$ cat src/rtl/citd_defs.svh
// Purpose: opcode map, length and cycle constants of the timing decoder
// Assumes: included by bare name from the design files
// Notes: operation group in opcode[7:4], operand mode in opcode[3:0]
`ifndef CITD_DEFS_SVH
`define CITD_DEFS_SVH

`define CITD_RESET_ADDR 16'h0000
`define CITD_OPERAND_W 8
`define CITD_COUNT_W 2

// operation groups, opcode[7:4]
`define CITD_GRP_ADD 4'h0
`define CITD_GRP_ADD_CARRY 4'h1
`define CITD_GRP_SUB_BORROW 4'h2
`define CITD_GRP_AND 4'h3
`define CITD_GRP_OR 4'h4
`define CITD_GRP_XOR 4'h5
`define CITD_GRP_MOV_TO_ACC 4'h6
`define CITD_GRP_EXCHANGE 4'h7
`define CITD_GRP_INCREMENT 4'h8
`define CITD_GRP_DECREMENT 4'h9
`define CITD_GRP_MOV_TO_BANK 4'hA
`define CITD_GRP_BANK_IMM_ACC 4'hB
`define CITD_GRP_MOV_TO_DIRECT 4'hC
`define CITD_GRP_INDIRECT 4'hD
`define CITD_GRP_MISC 4'hE

// operand modes, opcode[3:0]; 0..7 select a bank register
`define CITD_MODE_IND0 4'h8
`define CITD_MODE_IND1 4'h9
`define CITD_MODE_DIRECT 4'hA
`define CITD_MODE_IMM 4'hB
`define CITD_MODE_DIR_ACC 4'hC
`define CITD_MODE_DIR_IMM 4'hD
`define CITD_MODE_ACC 4'hE

// indirect group sub codes, opcode[3:1]; opcode[0] picks the pointer
`define CITD_IND_FROM_ACC 3'h0
`define CITD_IND_FROM_DIRECT 3'h1
`define CITD_IND_FROM_IMM 3'h2
`define CITD_IND_EXT_READ 3'h3
`define CITD_IND_EXT_WRITE 3'h4
`define CITD_IND_NIBBLE_XCH 3'h5

// misc group sub codes, opcode[3:0]
`define CITD_MISC_DATA_POINTER_REG_INC 4'h0
`define CITD_MISC_DATA_POINTER_REG_LOAD 4'h1
`define CITD_MISC_CODE_DATA_POINTER_REG 4'h2
`define CITD_MISC_CODE_PC 4'h3
`define CITD_MISC_EXT_RD_DATA_POINTER_REG 4'h4
`define CITD_MISC_EXT_WR_DATA_POINTER_REG 4'h5
`define CITD_MISC_PUSH 4'h6
`define CITD_MISC_POP 4'h7

// encoded lengths in bytes and execution times in clock cycles
`define CITD_LEN_1 2'h1
`define CITD_LEN_2 2'h2
`define CITD_LEN_3 2'h3
`define CITD_CYC_1 2'h1
`define CITD_CYC_2 2'h2
`define CITD_CYC_3 2'h3

`endif

$ cat src/rtl/citd_pkg.sv
// Purpose: types shared by the timing decoder files
// Assumes: nothing
// Notes: form codes are reported on form_out
package citd_pkg;

  typedef enum logic [1:0] {
    ST_DECODE = 2'b01,
    ST_EXEC = 2'b10
  } citd_state_e;

  typedef enum logic [3:0] {
    FORM_BANK = 4'h0,
    FORM_DIRECT = 4'h1,
    FORM_INDIRECT = 4'h2,
    FORM_IMMEDIATE = 4'h3,
    FORM_DIR_ACC = 4'h4,
    FORM_DIR_IMM = 4'h5,
    FORM_ACC = 4'h6,
    FORM_DIR_DIR = 4'h7,
    FORM_DATA_POINTER_REG = 4'h8,
    FORM_CODE_READ = 4'h9,
    FORM_EXTERNAL = 4'hA,
    FORM_STACK = 4'hB,
    FORM_ILLEGAL = 4'hF
  } citd_form_e;

endpackage : citd_pkg

$ cat src/rtl/citd_decoder.sv
// Purpose: instruction length and cycle timing decoder of the 8-bit core
// Assumes: program memory answers code_addr_out in the same cycle
// Notes: groups outside this block's set retire as 1 byte, 1 cycle
// Summary of operation
// - add, add-carry, sub-borrow with bank register: 1 byte, 1 cycle
// - accumulator arithmetic with direct byte: 2 bytes, 2 cycles
// - accumulator arithmetic via indirect pointer: 1 byte, 2 cycles
// - accumulator arithmetic with immediate: 2 bytes, 2 cycles
// - load data pointer: 3 bytes, 3 cycles; increment it: 1, 1
// - and/or/xor immediate into direct byte: 3 bytes, 3 cycles
// - and/or/xor accumulator into direct byte: 2 bytes, 2 cycles
// - and/or/xor bank register into accumulator: 1 byte, 1 cycle
// - clear, complement, rotates, nibble swap of accumulator: 1, 1
// - direct-to-direct or immediate-to-direct move: 3 bytes, 3 cycles
// - indirect RAM to direct byte move: 2 bytes, 2 cycles
// - accumulator to indirect RAM: 1 byte, 2 cycles
// - code byte read relative to pc or pointer: 1 byte, 3 cycles
// - every external data move: 1 byte, 3 cycles
// - push or pop of direct byte: 2 bytes, 2 cycles
// - low nibble exchange with indirect RAM: 1 byte, 2 cycles
// - exchange bank register with accumulator: 1 byte, 1 cycle
// - immediate into bank register: 2 bytes, 2 cycles
`timescale 1ns/100ps
`include "citd_defs.svh"
module citd_decoder (
  // clock and reset
  input wire logic clk_in,
  input wire logic reset_in,
  // program memory
  input wire logic [7:0] code_data_in,
  output logic [15:0] code_addr_out,
  // pipeline control
  input wire logic hold_in,
  // retired instruction report
  output logic retire_out,
  output logic [15:0] instr_addr_out,
  output logic [7:0] opcode_out,
  output logic [7:0] operand1_out,
  output logic [7:0] operand2_out,
  output logic [1:0] length_out,
  output logic [1:0] cycles_out,
  output logic [3:0] form_out,
  output logic illegal_out
);

  citd_pkg::citd_state_e state_reg;
  citd_pkg::citd_state_e state_next;
  citd_pkg::citd_form_e form_c;
  citd_pkg::citd_form_e form_reg;
  logic [15:0] pc_reg;
  logic [15:0] code_addr_reg;
  logic [1:0] len_c;
  logic [1:0] cyc_c;
  logic ill_c;
  logic [1:0] len_reg;
  logic [1:0] cyc_reg;
  logic ill_reg;
  logic [1:0] cyc_idx;
  logic [7:0] opcode_hold;
  logic [7:0] op1_hold;
  logic [7:0] op2_hold;
  logic [3:0] grp;
  logic [3:0] mode;
  logic in_decode;
  logic advance;
  logic retire_now;
  logic [1:0] len_now;
  logic [1:0] cyc_now;
  logic [15:0] next_pc;
  logic op1_live;
  logic op2_live;
  logic retire_reg;
  logic [15:0] instr_addr_reg;
  logic [7:0] opcode_reg;
  logic [7:0] operand1_reg;
  logic [7:0] operand2_reg;
  logic [1:0] length_reg;
  logic [1:0] cycles_reg;
  logic illegal_reg;

  assign grp = code_data_in[7:4];
  assign mode = code_data_in[3:0];
  assign in_decode = (state_reg == citd_pkg::ST_DECODE);
  // a held cycle counts as no cycle at all; memory may still be busy
  assign advance = !hold_in;

  // length and timing of the opcode on the code bus
  always_comb
  begin
    len_c = `CITD_LEN_1;
    cyc_c = `CITD_CYC_1;
    form_c = citd_pkg::FORM_ILLEGAL;
    ill_c = 1'b0;
    case (grp)
      `CITD_GRP_ADD, `CITD_GRP_ADD_CARRY, `CITD_GRP_SUB_BORROW,
      `CITD_GRP_AND, `CITD_GRP_OR, `CITD_GRP_XOR, `CITD_GRP_MOV_TO_ACC:
      begin
        if (!mode[3])
        begin
          len_c = `CITD_LEN_1;
          cyc_c = `CITD_CYC_1;
          form_c = citd_pkg::FORM_BANK;
        end
        else if (mode == `CITD_MODE_DIRECT)
        begin
          len_c = `CITD_LEN_2;
          cyc_c = `CITD_CYC_2;
          form_c = citd_pkg::FORM_DIRECT;
        end
        else if (mode == `CITD_MODE_IND0 || mode == `CITD_MODE_IND1)
        begin
          len_c = `CITD_LEN_1;
          cyc_c = `CITD_CYC_2;
          form_c = citd_pkg::FORM_INDIRECT;
        end
        else if (mode == `CITD_MODE_IMM)
        begin
          len_c = `CITD_LEN_2;
          cyc_c = `CITD_CYC_2;
          form_c = citd_pkg::FORM_IMMEDIATE;
        end
        else if (grp >= `CITD_GRP_AND && grp <= `CITD_GRP_XOR &&
                 mode == `CITD_MODE_DIR_ACC)
        begin
          len_c = `CITD_LEN_2;
          cyc_c = `CITD_CYC_2;
          form_c = citd_pkg::FORM_DIR_ACC;
        end
        else if (grp >= `CITD_GRP_AND && grp <= `CITD_GRP_XOR &&
                 mode == `CITD_MODE_DIR_IMM)
        begin
          len_c = `CITD_LEN_3;
          cyc_c = `CITD_CYC_3;
          form_c = citd_pkg::FORM_DIR_IMM;
        end
        else
          ill_c = 1'b1;
      end
      `CITD_GRP_EXCHANGE, `CITD_GRP_INCREMENT, `CITD_GRP_DECREMENT:
      begin
        if (!mode[3])
        begin
          len_c = `CITD_LEN_1;
          cyc_c = `CITD_CYC_1;
          form_c = citd_pkg::FORM_BANK;
        end
        else if (mode == `CITD_MODE_DIRECT)
        begin
          len_c = `CITD_LEN_2;
          cyc_c = `CITD_CYC_2;
          form_c = citd_pkg::FORM_DIRECT;
        end
        else if (mode == `CITD_MODE_IND0 || mode == `CITD_MODE_IND1)
        begin
          len_c = `CITD_LEN_1;
          cyc_c = `CITD_CYC_2;
          form_c = citd_pkg::FORM_INDIRECT;
        end
        else if (grp != `CITD_GRP_EXCHANGE && mode == `CITD_MODE_ACC)
        begin
          len_c = `CITD_LEN_1;
          cyc_c = `CITD_CYC_1;
          form_c = citd_pkg::FORM_ACC;
        end
        else
          ill_c = 1'b1;
      end
      `CITD_GRP_MOV_TO_BANK:
      begin
        // bit 3 picks the source: accumulator or direct byte
        if (!mode[3])
        begin
          len_c = `CITD_LEN_1;
          cyc_c = `CITD_CYC_1;
          form_c = citd_pkg::FORM_ACC;
        end
        else
        begin
          len_c = `CITD_LEN_2;
          cyc_c = `CITD_CYC_2;
          form_c = citd_pkg::FORM_DIRECT;
        end
      end
      `CITD_GRP_BANK_IMM_ACC:
      begin
        if (!mode[3])
        begin
          len_c = `CITD_LEN_2;
          cyc_c = `CITD_CYC_2;
          form_c = citd_pkg::FORM_IMMEDIATE;
        end
        else
        begin
          // clear, complement, four rotates, swap, decimal adjust
          len_c = `CITD_LEN_1;
          cyc_c = `CITD_CYC_1;
          form_c = citd_pkg::FORM_ACC;
        end
      end
      `CITD_GRP_MOV_TO_DIRECT:
      begin
        len_c = `CITD_LEN_2;
        cyc_c = `CITD_CYC_2;
        if (!mode[3])
          form_c = citd_pkg::FORM_BANK;
        else if (mode == `CITD_MODE_IND0 || mode == `CITD_MODE_IND1)
          form_c = citd_pkg::FORM_INDIRECT;
        else if (mode == `CITD_MODE_DIR_ACC)
          form_c = citd_pkg::FORM_DIR_ACC;
        else if (mode == `CITD_MODE_DIRECT)
        begin
          len_c = `CITD_LEN_3;
          cyc_c = `CITD_CYC_3;
          form_c = citd_pkg::FORM_DIR_DIR;
        end
        else if (mode == `CITD_MODE_DIR_IMM)
        begin
          len_c = `CITD_LEN_3;
          cyc_c = `CITD_CYC_3;
          form_c = citd_pkg::FORM_DIR_IMM;
        end
        else
          ill_c = 1'b1;
      end
      `CITD_GRP_INDIRECT:
      begin
        form_c = citd_pkg::FORM_INDIRECT;
        case (mode[3:1])
          `CITD_IND_FROM_ACC:
          begin
            len_c = `CITD_LEN_1;
            cyc_c = `CITD_CYC_2;
          end
          `CITD_IND_FROM_DIRECT, `CITD_IND_FROM_IMM:
          begin
            len_c = `CITD_LEN_2;
            cyc_c = `CITD_CYC_2;
          end
          `CITD_IND_EXT_READ, `CITD_IND_EXT_WRITE:
          begin
            len_c = `CITD_LEN_1;
            cyc_c = `CITD_CYC_3;
            form_c = citd_pkg::FORM_EXTERNAL;
          end
          `CITD_IND_NIBBLE_XCH:
          begin
            len_c = `CITD_LEN_1;
            cyc_c = `CITD_CYC_2;
          end
          default:
            ill_c = 1'b1;
        endcase
      end
      `CITD_GRP_MISC:
      begin
        case (mode)
          `CITD_MISC_DATA_POINTER_REG_INC:
          begin
            len_c = `CITD_LEN_1;
            cyc_c = `CITD_CYC_1;
            form_c = citd_pkg::FORM_DATA_POINTER_REG;
          end
          `CITD_MISC_DATA_POINTER_REG_LOAD:
          begin
            len_c = `CITD_LEN_3;
            cyc_c = `CITD_CYC_3;
            form_c = citd_pkg::FORM_DATA_POINTER_REG;
          end
          `CITD_MISC_CODE_DATA_POINTER_REG, `CITD_MISC_CODE_PC:
          begin
            len_c = `CITD_LEN_1;
            cyc_c = `CITD_CYC_3;
            form_c = citd_pkg::FORM_CODE_READ;
          end
          `CITD_MISC_EXT_RD_DATA_POINTER_REG, `CITD_MISC_EXT_WR_DATA_POINTER_REG:
          begin
            len_c = `CITD_LEN_1;
            cyc_c = `CITD_CYC_3;
            form_c = citd_pkg::FORM_EXTERNAL;
          end
          `CITD_MISC_PUSH, `CITD_MISC_POP:
          begin
            len_c = `CITD_LEN_2;
            cyc_c = `CITD_CYC_2;
            form_c = citd_pkg::FORM_STACK;
          end
          default:
            ill_c = 1'b1;
        endcase
      end
      default:
        ill_c = 1'b1;
    endcase
    // unknown codes are skipped as one byte so fetch never stalls
    if (ill_c)
    begin
      len_c = `CITD_LEN_1;
      cyc_c = `CITD_CYC_1;
      form_c = citd_pkg::FORM_ILLEGAL;
    end
  end

  // in the first cycle the table answers directly, later it is held
  assign len_now = in_decode ? len_c : len_reg;
  assign cyc_now = in_decode ? cyc_c : cyc_reg;
  assign retire_now = advance &&
    (in_decode ? (cyc_c == `CITD_CYC_1)
               : (cyc_idx == 2'(cyc_reg - 2'h1)));
  assign next_pc = 16'(pc_reg + {14'h0000, len_now});
  assign op1_live = !in_decode && (cyc_idx == 2'h1) &&
    (len_reg > `CITD_LEN_1);
  assign op2_live = !in_decode && (cyc_idx == 2'h2) &&
    (len_reg == `CITD_LEN_3);

  citd_cycle_counter #(
    .WIDTH(`CITD_COUNT_W)
  ) u_cycle_counter (
    .clk_in(clk_in),
    .reset_in(reset_in),
    .clear_in(retire_now),
    .inc_in(advance),
    .count_out(cyc_idx)
  );

  citd_byte_reg #(
    .WIDTH(`CITD_OPERAND_W)
  ) u_opcode_hold (
    .clk_in(clk_in),
    .reset_in(reset_in),
    .load_in(in_decode && advance),
    .data_in(code_data_in),
    .data_out(opcode_hold)
  );

  citd_byte_reg #(
    .WIDTH(`CITD_OPERAND_W)
  ) u_op1_hold (
    .clk_in(clk_in),
    .reset_in(reset_in),
    .load_in(op1_live && advance),
    .data_in(code_data_in),
    .data_out(op1_hold)
  );

  citd_byte_reg #(
    .WIDTH(`CITD_OPERAND_W)
  ) u_op2_hold (
    .clk_in(clk_in),
    .reset_in(reset_in),
    .load_in(op2_live && advance),
    .data_in(code_data_in),
    .data_out(op2_hold)
  );

  always_comb
  begin
    state_next = state_reg;
    case (state_reg)
      citd_pkg::ST_DECODE:
        if (advance && !retire_now)
          state_next = citd_pkg::ST_EXEC;
      citd_pkg::ST_EXEC:
        if (retire_now)
          state_next = citd_pkg::ST_DECODE;
      default:
        state_next = citd_pkg::ST_DECODE;
    endcase
  end

  always_ff @(posedge clk_in or posedge reset_in)
  begin
    if (reset_in)
      state_reg <= citd_pkg::ST_DECODE;
    else
      state_reg <= state_next;
  end

  // decoded timing held for the remaining cycles
  always_ff @(posedge clk_in or posedge reset_in)
  begin
    if (reset_in)
    begin
      len_reg <= `CITD_LEN_1;
      cyc_reg <= `CITD_CYC_1;
      ill_reg <= 1'b0;
      form_reg <= citd_pkg::FORM_ILLEGAL;
    end
    else if (in_decode && advance)
    begin
      len_reg <= len_c;
      cyc_reg <= cyc_c;
      ill_reg <= ill_c;
      form_reg <= form_c;
    end
  end

  // fetch address walks the bytes, then parks until the last cycle
  always_ff @(posedge clk_in or posedge reset_in)
  begin
    if (reset_in)
    begin
      pc_reg <= `CITD_RESET_ADDR;
      code_addr_reg <= `CITD_RESET_ADDR;
    end
    else if (retire_now)
    begin
      pc_reg <= next_pc;
      code_addr_reg <= next_pc;
    end
    else if (advance && (3'({1'b0, cyc_idx}) + 3'h1 < {1'b0, len_now}))
      code_addr_reg <= 16'(code_addr_reg + 16'h0001);
  end

  // report registers; a byte arriving in the retire cycle is taken live
  always_ff @(posedge clk_in or posedge reset_in)
  begin
    if (reset_in)
    begin
      retire_reg <= 1'b0;
      instr_addr_reg <= `CITD_RESET_ADDR;
      opcode_reg <= 8'h00;
      operand1_reg <= 8'h00;
      operand2_reg <= 8'h00;
      length_reg <= 2'h0;
      cycles_reg <= 2'h0;
      illegal_reg <= 1'b0;
    end
    else
    begin
      retire_reg <= retire_now;
      if (retire_now)
      begin
        instr_addr_reg <= pc_reg;
        opcode_reg <= in_decode ? code_data_in : opcode_hold;
        operand1_reg <= op1_live ? code_data_in :
          (!in_decode && len_reg > `CITD_LEN_1) ? op1_hold : 8'h00;
        operand2_reg <= op2_live ? code_data_in :
          (!in_decode && len_reg == `CITD_LEN_3) ? op2_hold : 8'h00;
        length_reg <= len_now;
        cycles_reg <= cyc_now;
        illegal_reg <= in_decode ? ill_c : ill_reg;
      end
    end
  end

  // form code held with the other report fields
  logic [3:0] form_out_reg;
  always_ff @(posedge clk_in or posedge reset_in)
  begin
    if (reset_in)
      form_out_reg <= 4'hF;
    else if (retire_now)
      form_out_reg <= in_decode ? form_c : form_reg;
  end

  assign code_addr_out = code_addr_reg;
  assign retire_out = retire_reg;
  assign instr_addr_out = instr_addr_reg;
  assign opcode_out = opcode_reg;
  assign operand1_out = operand1_reg;
  assign operand2_out = operand2_reg;
  assign length_out = length_reg;
  assign cycles_out = cycles_reg;
  assign form_out = form_out_reg;
  assign illegal_out = illegal_reg;

endmodule : citd_decoder

$ cat src/rtl/citd_byte_reg.sv
// Purpose: loadable holding register for instruction bytes
// Assumes: single clock, asynchronous active-high reset
// Notes: clears to zero at reset
`timescale 1ns/100ps
module citd_byte_reg #(
  parameter int WIDTH = 8
) (
  // clock and reset
  input wire logic clk_in,
  input wire logic reset_in,
  // data
  input wire logic load_in,
  input wire logic [WIDTH-1:0] data_in,
  output logic [WIDTH-1:0] data_out
);

  always_ff @(posedge clk_in or posedge reset_in)
  begin
    if (reset_in)
      data_out <= '0;
    else if (load_in)
      data_out <= data_in;
  end

endmodule : citd_byte_reg

$ cat src/rtl/citd_cycle_counter.sv
// Purpose: cycle index counter within one instruction
// Assumes: clear has priority over increment
// Notes: wraps at its width; the decoder never counts that far
`timescale 1ns/100ps
module citd_cycle_counter #(
  parameter int WIDTH = 2
) (
  // clock and reset
  input wire logic clk_in,
  input wire logic reset_in,
  // control
  input wire logic clear_in,
  input wire logic inc_in,
  output logic [WIDTH-1:0] count_out
);

  always_ff @(posedge clk_in or posedge reset_in)
  begin
    if (reset_in)
      count_out <= '0;
    else if (clear_in)
      count_out <= '0;
    else if (inc_in)
      count_out <= WIDTH'(count_out + 1'b1);
  end

endmodule : citd_cycle_counter

$ cat config.mk
export PLATFORM = sky130hd
export DESIGN_NAME = citd_decoder
export DESIGN_NICKNAME = d
export VERILOG_FILES = /design/src/rtl/citd_pkg.sv /design/src/rtl/citd_decoder.sv /design/src/rtl/citd_byte_reg.sv /design/src/rtl/citd_cycle_counter.sv
export VERILOG_INCLUDE_DIRS = /design/src /design/src/rtl
export SDC_FILE = /design/constraint.sdc
export NUM_CORES = 1
export LEC_CHECK = 0
export ABC_CLOCK_PERIOD_IN_PS = 7050
export BUFFER_PORTS_ARGS = -buffer_cell sky130_fd_sc_hd__buf_4
export CORE_UTILIZATION = 40
export CTS_CLUSTER_DIAMETER = 40
export DETAILED_ROUTE_END_ITERATION = 10
export MAX_ROUTING_LAYER = met4
export SYNTH_ARGS = -nofsm -noshare
export SYNTH_HDL_FRONTEND = slang
export SYNTH_SLANG_ARGS = --single-unit
$ cat constraint.sdc
create_clock -name clk_in -period 7.05 [get_ports clk_in]
set_clock_uncertainty 0.2 [all_clocks]
set_input_delay 0.3525 -clock clk_in [delete_from_list [all_inputs] [get_ports clk_in]]
set_output_delay 0.3525 -clock clk_in [all_outputs]
set_load 0.01 [all_outputs]
# Yosys cells after proc, flatten, opt, wreduce, memory -nomap -nowiden
# Index checks and enable logic that the tools add are counted.
# classes
mux,85
n_addsub,5
magnitude_cmp,4
n_reduce_logical,38
n_eq_ne,44
# op_table
operator,count
two-way mux 4 bit,18
== test 4 bit (second input constant),14
two-way mux 2 bit,25
two-way mux 8 bit,5
== test 4 x 3 -> 1 bit (second input constant),8
two-way mux 16 bit,2
case mux 2 bit (7 select lines),2
case mux 4 bit (7 select lines),1
two-way mux 1 bit,24
adder 16 x 1 -> 16 bit (second input constant),1
adder 16 x 2 -> 16 bit,1
== test 4 x 2 -> 1 bit (second input constant),4
logical AND 1 bit,16
case mux 2 bit (2 select lines),4
OR reduction 2 bit,7
case mux 3 bit (4 select lines),1
== test 4 x 1 -> 1 bit (second input constant),2
logical NOT 4 bit,2
OR reduction 8 bit,1
OR reduction 7 bit,1
== test 2 x 1 -> 1 bit (second input constant),3
== test 2 bit (second input constant),3
== test 3 x 2 -> 1 bit (second input constant),2
== test 3 bit (second input constant),2
other kinds (23),27
# word_totals
regBits,119
wordCells,196
out_inout_bits,66
input_bits,11

# Logic depth before layout (Yosys ltp)
# Gate-level depths: netlist of the first run.
# logic_depth
word_depth,18
mapped_depth,19
mapped_depth_nobuf,17

# Modules after synthesis
# From an unflattened synthesis of the first run, not the netlist that was laid out.
# hier_totals
cells_unflattened,683
hier_area_um2,6636.4
# by_module_without_submodules
module,cells_each,area_each_um2,seq_area_each_um2,instances
citd_decoder,621,5537.8,2341.0,1
citd_byte_reg,18,335.3,200.2,3
citd_cycle_counter,8,92.6,50.0,1

# Least setup slack after synthesis of the first run
# Ideal clock, no wire load.
# synth_path
kind,input -> register
startpoint,input port code_data_in[5]
endpoint,register code_addr_reg[12] (netlist: code_addr_out[12])
setup_slack_ns,3.247
arrival_time_ns,3.478
required_time_ns,6.725
cell_stages,16
path_cell_list,buf_4 and4b_4 o21ai_1 nand3_1 a41oi_2 and3_1 a21oi_1 ha_1 fa_1 nand3_1 nor2_1 and3_1 and3_1 and3_1 xor2_1 mux2_2
# synth_between
elab_chain_cells,15
elab_cells_between_ends,58
cone_classes,1 x add/sub; 3 x order compare; 16 x eq/ne; 27 x mux; 11 x reduce/logical
# synth_rtl
item,line_no,rtl
start: declaration,citd_decoder.sv:30,"input wire logic [7:0] code_data_in,"
greater-or-equal comparator 4 x 2 -> 1 bit (no line) or less-or-equal comparator 4 x 3 -> 1 bit (tied branches),-,
logical AND 1 bit (no line) (2 in series),-,
two-way mux 1 bit,citd_decoder.sv:129,else if (grp >= `CITD_GRP_AND && grp <= `CITD_GRP_XOR &&
two-way mux 1 bit,citd_decoder.sv:122,else if (grp >= `CITD_GRP_AND && grp <= `CITD_GRP_XOR &&
two-way mux 1 bit,citd_decoder.sv:116,else if (mode == `CITD_MODE_IMM)
two-way mux 1 bit,citd_decoder.sv:110,else if (mode == `CITD_MODE_IND0 || mode == `CITD_MODE_IND1)
two-way mux 1 bit,citd_decoder.sv:104,else if (mode == `CITD_MODE_DIRECT)
two-way mux 1 bit,citd_decoder.sv:98,if (!mode[3])
case mux 1 bit (6 select lines),citd_decoder.sv:94,case (grp)
two-way mux 2 bit (*),citd_decoder.sv:295,if (ill_c)
two-way mux 2 bit (*),citd_decoder.sv:304,assign len_now = in_decode ? len_c : len_reg;
via len_now[0],citd_decoder.sv:67,logic [1:0] len_now;
branches (longest 3 deep; another with adder 16 x 2 -> 16 bit),-,
end signal: assignment,citd_decoder.sv:403,code_addr_reg <= `CITD_RESET_ADDR;
end signal: assignment,citd_decoder.sv:408,code_addr_reg <= next_pc;
end signal: assignment,citd_decoder.sv:411,code_addr_reg <= 16'(code_addr_reg + 16'h0001);
end: declaration,citd_decoder.sv:51,logic [15:0] code_addr_reg;
# Mark *: on every way through the listed nets, which the timed path passes.
# A chain may end at the register's enable or synchronous reset.

# Worst setup path in the final report of the first run
# layout_path
startpoint,register state_reg[0]
endpoint,register code_addr_reg[14] (netlist: code_addr_out[14])
# layout_between
elab_chain_cells,5
elab_cells_between_ends,9
cone_classes,1 x add/sub; 1 x order compare; 1 x eq/ne; 3 x mux; 3 x reduce/logical
# layout_rtl
item,line_no,rtl
start: declaration,citd_decoder.sv:46,citd_pkg::citd_state_e state_reg;
start signal: assignment,citd_decoder.sv:373,state_reg <= citd_pkg::ST_DECODE;
start signal: assignment,citd_decoder.sv:375,state_reg <= state_next;
== test 2 x 1 -> 1 bit (*),citd_decoder.sv:83,assign in_decode = (state_reg == citd_pkg::ST_DECODE);
two-way mux 2 bit (*),citd_decoder.sv:304,
via len_now[0],citd_decoder.sv:67,
branches (longest 3 deep; another with adder 16 x 2 -> 16 bit),-,
# Marked as above.

==> results.py, run 1 <==
metrics = {
    "power_and_ir_drop": {
        "pwr-share-seq_pct": 40.7,
        "p_sw_uw": 722,
        "clockPowerShare_pct": 35.4,
        "vdd_drop_max_mv": 0.168,
        "p_per_area_mw_per_mm2": 295,
        "power_frac_comb_pct": 24.0,
        "intPower_uw": 1510,
        "swShare_pct": 32.3,
        "p_leak_uw": 0.00348,
    },
    "setup_path": {
        "ff2ff_path_depth": 14,
        "crit_start": "state_reg[0]",
        "path_common_cell": "and3_1",
        "cp_max_fo": 13,
        "criticalPathCategory": "register to register",
        "cp-endpoint": "code_addr_out[14]",
        "cp_num_cells": 14,
        "cp_top_family": "simple AND/OR/NAND/NOR gates",
        "endpoint_kind": "register",
        "crit-reg2reg-launch": "state_reg[0]",
        "path_cells": "nor2b_1, buf_4, nor2_1, a21oi_1, ha_1, fa_1, nand3_1, nor2_1, and3_1, and3_1, and3_1, nand3_1, xor2_1, mux2i_1",
        "r2r-end": "code_addr_out[14]",
        "slowest_delay_ns": 0.74,
        "path_buf_inv": 1,
        "startpoint_type": "register",
        "rrSetupSlack_ns": 2.79,
        "critPathSlowestCell": "nor2b_1",
        "cp.required_ns": 7.11,
        "crit_arrival_ns": 4.32,
    },
    "die": {
        "die_w_um": 129,
        "io_pins": 77,
        "core_mm2": 0.0158,
        "dieArea_mm2": 0.0166,
        "start_util_pct": 40.7,
        "die_h_um": 129,
        "rows": 46,
    },
    "placed_design": {
        "place_congestion": 0.892,
        "hpwl_um": 11500,
        "io_buffers": 76,
        "post_dp_cell_area_mm2": 0.00704,
    },
    "synth": {
        "synth_top_area_share_pct": 41.9,
        "ys_seq_area_share_pct": 46.4,
        "syn_nets": 698,
        "ys_top_cells_by_area": "dfrtp_1 (42%), nand2_1 (8.0%), dfstp_2 (4.5%)",
        "ys_types": 72,
        "syn_inst": 679,
        "ys_warn_count": 0,
        "synth_edf_count": 0,
        "yosys_most_used_dff": "dfrtp_1",
        "syn_area_mm2": 0.00645,
        "avgSynthCellArea_um2": 9.50,
        "async_flop_share_pct": 100,
        "yosysTopAreaCell": "dfrtp_1",
        "ys_seq_elements": 119,
    },
    "detailed_routing": {
        "drt-vias-per-instance": 5.41,
        "vias": 5165,
        "remaining_drc_errors": 0,
        "wl_per_cell_um": 17.7,
        "firstDrtPassIters": 5,
        "ant_nets": 0,
        "wl_um": 16900,
        "dr.first_iter.drc_count": 377,
    },
    "final_layout": {
        "n_antenna_cell": 0,
        "nets": 748,
        "drive_gt1_share_pct": 21.7,
        "num-fill-cells": 1515,
        "final_area_mm2": 0.00758,
        "syn2layout_area_growth_pct": 17.5,
        "mostFrequentLayoutCell": "nand2_1",
        "regArea_mm2": 0.00299,
        "multi_input_area_mm2": 0.00315,
        "mostFrequentLayoutCells": "nand2_1 (138), dfrtp_1 (108), buf_4 (78)",
    },
    "worst_hold_path": {
        "whs_path_depth": 2,
        "hold_class": "input port to register",
    },
    "clock_network": {
        "cts_htree_levels": 4,
        "cts_buffers": 17,
        "clk-insertion-delay-late_ns": 0.41,
        "cts_root_buf": "clkbuf_16",
        "cts_buffer_depth": 2,
        "cts.sinks": 119,
        "cts_resized": 0,
        "cts_tree": "done",
        "clk_pin_slew_ns": 0.05,
    },
    "sta": {
        "tightest_slew_ns": 1.01,
        "period_needed_ns": 4.26,
        "relSlewSlack_pct": 32.8,
        "fmax_mhz": 235,
        "hold_viol": 0,
        "rsz0062_at_grt": "false",
        "setup_viol": 0,
        "finalMaxSlewViolations": 0,
        "tns_ns": 0,
        "fin_crit_sh_pct": 60.5,
    },
    "global_route": {
        "grt_pass1_vias": 5154,
        "grt_first_pass_wirelength_um": 27200,
        "antenna_found_initial": 0,
        "grt.overflow.total": 0,
        "grt_use_total_pct": 22.2,
        "grt_start_max_net_pins": 94,
    },
    "status": {
        "status": "complete, no violations",
    },
    "flow_run": {
        "drv_cap": 0,
    },
}
==> layer usage <==
metal  track usage (%)  vias to the layer above  share of wire [%]
met5                 -                        -                  0
met4              8.51                        0                1.8
met2              35.5                      130                 48
met1              28.0                     2543                 46
li1                  -                     2468                  -
met3              4.16                       24                3.7
==> how the worst min path moves through the flow <==
| stage | start | to |
|---|---|---|
| after global routing | hold_in | u_cycle_counter.count_out[1] |
| after floorplan | u_op1_hold.data_out[0] | u_op1_hold.data_out[0] |
| after CTS | hold_in | u_cycle_counter.count_out[1] |
| after detailed placement | instr_addr_out[8] | instr_addr_out[8] |
| final | hold_in | u_cycle_counter.count_out[1] |
| after global placement | instr_addr_out[4] | instr_addr_out[4] |
==> worst reg2reg max path: stages, from the launching register on <==
cell     delay [ns]
dfstp_2        0.54
nor2b_1        0.74
buf_4          0.31
nor2_1         0.05
a21oi_1        0.19
ha_1           0.25
fa_1           0.27
nand3_1        0.16
nor2_1         0.23
and3_1         0.24
and3_1         0.23
and3_1         0.24
nand3_1        0.13
xor2_1         0.24
mux2i_1        0.10
==> cells in the mapped netlist (all sizes together), types with 2 or more instances <==
| master | count |
|---|---|
| a41oi | 2 |
| ha | 6 |
| o211ai | 11 |
| mux2 | 17 |
| nand4 | 2 |
| nor2b | 9 |
| a21o | 7 |
| o31ai | 19 |
| nand2b | 8 |
| dfstp | 11 |
| dfrtp | 108 |
| or2 | 2 |
| a31oi | 13 |
| nor3b | 4 |
| a211oi | 6 |
| and4 | 2 |
| a32o | 2 |
| nand2 | 138 |
| o21ai | 37 |
| nand3 | 14 |
| inv | 10 |
| xnor2 | 15 |
| nor2 | 53 |
| fa | 2 |
| o22ai | 2 |
| a21oi | 29 |
| clkbuf | 18 |
| nor3 | 7 |
| and3 | 12 |
| o21a | 2 |
| xor2 | 30 |
| a311oi | 2 |
| o2111ai | 4 |
| a22oi | 2 |
| buf | 30 |
| mux2i | 19 |
| and2 | 3 |
| or3 | 4 |
==> layout make-up <==
class	instances	share of cell area, %
Clock inverter	9	1.07
Timing Repair Buffer	79	7.86
Clock buffer	20	5.89
Multi-Input combinational cell	502	41.6
Tap cell	216	3.57
Sequential cell	119	39.5
Inverter	10	0.528
==> what timing repair did <==
action | in CTS | in global routing
buffers inserted | 0 | 0
setup endpoints to repair | 0 | 0
hold buffers | 1 | 0
endpoints found under the hold margin | 43 | 0
==> power groups by stage <==
stage / Combinational [µW] / Clock (µW) / Sequential, µW
after global placement: 536 / 0 / 916
after floorplan: 326 / 0 / 925
after CTS: 544 / 809 / 910
after global routing: 596 / 833 / 927
final: 536 / 791 / 910
after detailed placement: 541 / 0 / 921
==> logic make-up (layout without fill, tap and decap cells) <==
group	count (synthesis)	in the layout	synth area share, %
buf+inv	58	118	4.77
flops	119	119	46.4
mux	36	36	5.92
xor+xnor	45	45	6.11
fa+ha+maj	8	8	1.79
simple gates	266	266	18.7
compound gates	147	147	16.3
==> metrics by stage <==
| stage | util [%] | hold WS [ns] | instances | setup slack (ns) | power (µW) |
|---|---|---|---|---|---|
| CTS | 47.9 | 0.00958 | 955 | 2.70 | 2260 |
| detailed placement | 44.5 | 0.264 | 925 | 2.48 | 1460 |
| finish | 47.9 | 0.0255 | 955 | 2.79 | 2240 |
| global route | 47.9 | 0.0243 | 955 | 2.40 | 2360 |
| floorplan | - | 0.249 | 679 | 3.25 | 1250 |
| global placement | 44.5 | 0.262 | 925 | 2.53 | 1450 |
No activity file was read; power rests on OpenSTA's default activity.
==> inputs of run 2 (changes only) <==
--- a/config.mk
+++ b/config.mk
@@ -6,7 +6,7 @@
 export SDC_FILE = /design/constraint.sdc
 export NUM_CORES = 1
 export LEC_CHECK = 0
-export ABC_CLOCK_PERIOD_IN_PS = 7050
+export ABC_CLOCK_PERIOD_IN_PS = 3930
 export BUFFER_PORTS_ARGS = -buffer_cell sky130_fd_sc_hd__buf_4
 export CORE_UTILIZATION = 40
 export CTS_CLUSTER_DIAMETER = 40
==> constraint.sdc (replaced) <==
create_clock -name clk_in -period 3.93 [get_ports clk_in]
set_clock_uncertainty 0.2 [all_clocks]
set_input_delay 0.1965 -clock clk_in [delete_from_list [all_inputs] [get_ports clk_in]]
set_output_delay 0.1965 -clock clk_in [all_outputs]
set_load 0.01 [all_outputs]
==> run 2 against run 1 <==
- design area up 5.7%
- critical path type is now input port to register
- sequential share of layout area down 2.1 points
- utilization up 2.7 points
- die area stayed put
- first-iteration DRC count grew 4.5%
- routed wire length up 3.4%
- count of clock-buffer cells in the layout decreased by 1
- hold slack worse by 0.012 ns
- sequential power increased by 80%
==> results.py, run 2 (synthesized netlist as in run 1, its figures left out) <==
metrics = {
    "die": {
        "io_pins": 77,
        "dieArea_mm2": 0.0166,
        "rows": 46,
        "start_util_pct": 40.7,
        "die_w_um": 129,
        "core_mm2": 0.0158,
        "die_h_um": 129,
    },
    "setup_path": {
        "cp_num_cells": 17,
        "cp_max_fo": 14,
        "endpoint_kind": "register",
        "crit_arrival_ns": 3.83,
        "critPathSlowestCell": "dlygate4sd3_1",
        "startpoint_type": "input port",
        "ff2ff_path_depth": 12,
        "path_common_cell": "and3_1",
        "path_cells": "dlygate4sd3_1, buf_6, nor3b_1, a21oi_1, o221ai_2, a21oi_2, and3_1, a21oi_1, ha_1, fa_1, nand3_1, nor2_1, and3_1, and3_1, and3_1, xor2_1, mux2_2",
        "criticalPathCategory": "input port to register",
        "cp.required_ns": 4.03,
        "cp_top_family": "simple AND/OR/NAND/NOR gates",
        "path_buf_inv": 2,
        "slowest_delay_ns": 0.54,
    },
    "worst_hold_path": {
        "whs_path_depth": 2,
        "hold_class": "input port to register",
    },
    "clock_network": {
        "cts.sinks": 119,
        "cts_tree": "done",
        "cts_buffer_depth": 2,
        "clk-insertion-delay-late_ns": 0.42,
        "cts_root_buf": "clkbuf_16",
        "cts_htree_levels": 4,
        "postCtsSetupBuffers": 0,
        "clk_pin_slew_ns": 0.06,
        "cts_buffers": 17,
    },
    "placed_design": {
        "dp_slack_ns": -0.0518,
        "io_buffers": 76,
        "place_congestion": 0.948,
        "post_dp_cell_area_mm2": 0.00724,
        "hpwl_um": 12300,
    },
    "global_route": {
        "grt.overflow.total": 0,
        "antenna_found_initial": 0,
        "grt_use_total_pct": 23.3,
        "grt_start_max_net_pins": 87,
        "grt_first_pass_wirelength_um": 28300,
        "grt_pass1_vias": 5218,
    },
    "sta": {
        "setup_slack_ns": 0.208,
        "hold_viol": 0,
        "fin_crit_sh_pct": 94.7,
        "fmax_mhz": 269,
        "rsz0062_at_grt": "false",
        "finalMaxSlewViolations": 0,
        "relSlewSlack_pct": 43.9,
        "setup_viol": 0,
        "period_needed_ns": 3.72,
        "tightest_slew_ns": 0.839,
    },
    "status": {
        "status": "complete, no violations",
    },
    "final_layout": {
        "n_antenna_cell": 0,
        "mostFrequentLayoutCell": "nand2_1",
        "mostFrequentLayoutCells": "nand2_1 (138), dfrtp_1 (108), buf_4 (101)",
        "final_area_mm2": 0.00801,
        "nets": 781,
        "fin_util_pct": 50.6,
        "syn2layout_area_growth_pct": 24.2,
        "drive_gt1_share_pct": 24.6,
    },
    "detailed_routing": {
        "vias": 5280,
        "wl_per_cell_um": 17.6,
        "drt-vias-per-instance": 5.33,
        "remaining_drc_errors": 0,
        "firstDrtPassIters": 5,
        "wl_um": 17500,
        "dr.first_iter.drc_count": 394,
        "ant_nets": 0,
    },
    "power_and_ir_drop": {
        "p_per_area_mw_per_mm2": 550,
        "p_leak_uw": 0.00371,
        "vdd_drop_max_mv": 0.315,
    },
    "flow_run": {
        "drv_cap": 0,
    },
}
-- run 2: changes by cell type in the layout (fill, tap and decap cells not counted), moves of 3 or more --
cell,previous run,this run
clkinv_2,4,1
buf_4,78,101
bufinv_16,1,5
dlygate4sd3_1,1,9
inv_6,0,3
-- run 2: area by class of cell --
cell class                 instances  area [µm²]
clock inverter                    13         215
tap                              216         270
multi-input combinational        502        3160
clock buffer                      19         453
sequential                       119        2990
inverter                          10        40.0
fill                            1492        7820
timing repair buffer             112         880
-- run 2: final timing paths --
kind	startpoint	endpoint	slack (ns)
setup reg to reg	state_reg[0]	code_addr_out[15]	0.52
hold reg to reg	instr_addr_out[8]	instr_addr_out[8]	0.27
max in group asynchronous	reset_in	form_reg[2]	2.28
setup / recovery	code_data_in[0]	code_addr_out[12]	0.21
hold / removal	code_data_in[2]	u_op1_hold.data_out[2]	0.01
min in group asynchronous	reset_in	retire_out	0.28
-- run 2: timing repair --
item                                    CTS  global route
gates resized for setup                   0             2
endpoints found under the setup margin    0             4
hold endpoints to repair                 64             0
hold buffers                              9             0
-- run 2: where the power goes --
| group | internal (µW) | total (µW) | switching (µW) | leakage (µW) |
|---|---|---|---|---|
| registers | 1440 | 1640 | 195 | 0.00154 |
| clock network | 1170 | 1760 | 595 | 0.000325 |
| logic | 434 | 1000 | 571 | 0.00185 |
-- run 2: metal layers --
layer	track usage [%]	wire (µm)	vias up
met2	35.9	8240	131
met1	30.5	8200	2589
met3	4.41	608	34
met4	8.72	415	0
li1	-	-	2526
met5	-	0	-
-- run 2: stage by stage --
step | total power [µW] | cells | hold slack [ns] | TNS, ns
floorplan | 2240 | 679 | 0.240 | 0
global placement | 2630 | 950 | 0.178 | 0
detailed placement | 2660 | 950 | 0.179 | -0.0518
CTS | 4440 | 991 | 0.00994 | 0
global route | 4620 | 991 | 0.0228 | 0
finish | 4400 | 991 | 0.0137 | 0
-- run 2: worst reg2reg max path: stages, from the launching register on --
cell and delay [ns]:
dfstp_2 0.54, nand2b_1 0.09, nand2_1 0.37, nand2_1 0.19, ha_1 0.32, a21o_1 0.13, and4_1 0.25, and3_1 0.23
nand3_1 0.19, nor3_2 0.26, nand3_1 0.13, xor2_1 0.27, mux2i_1 0.11
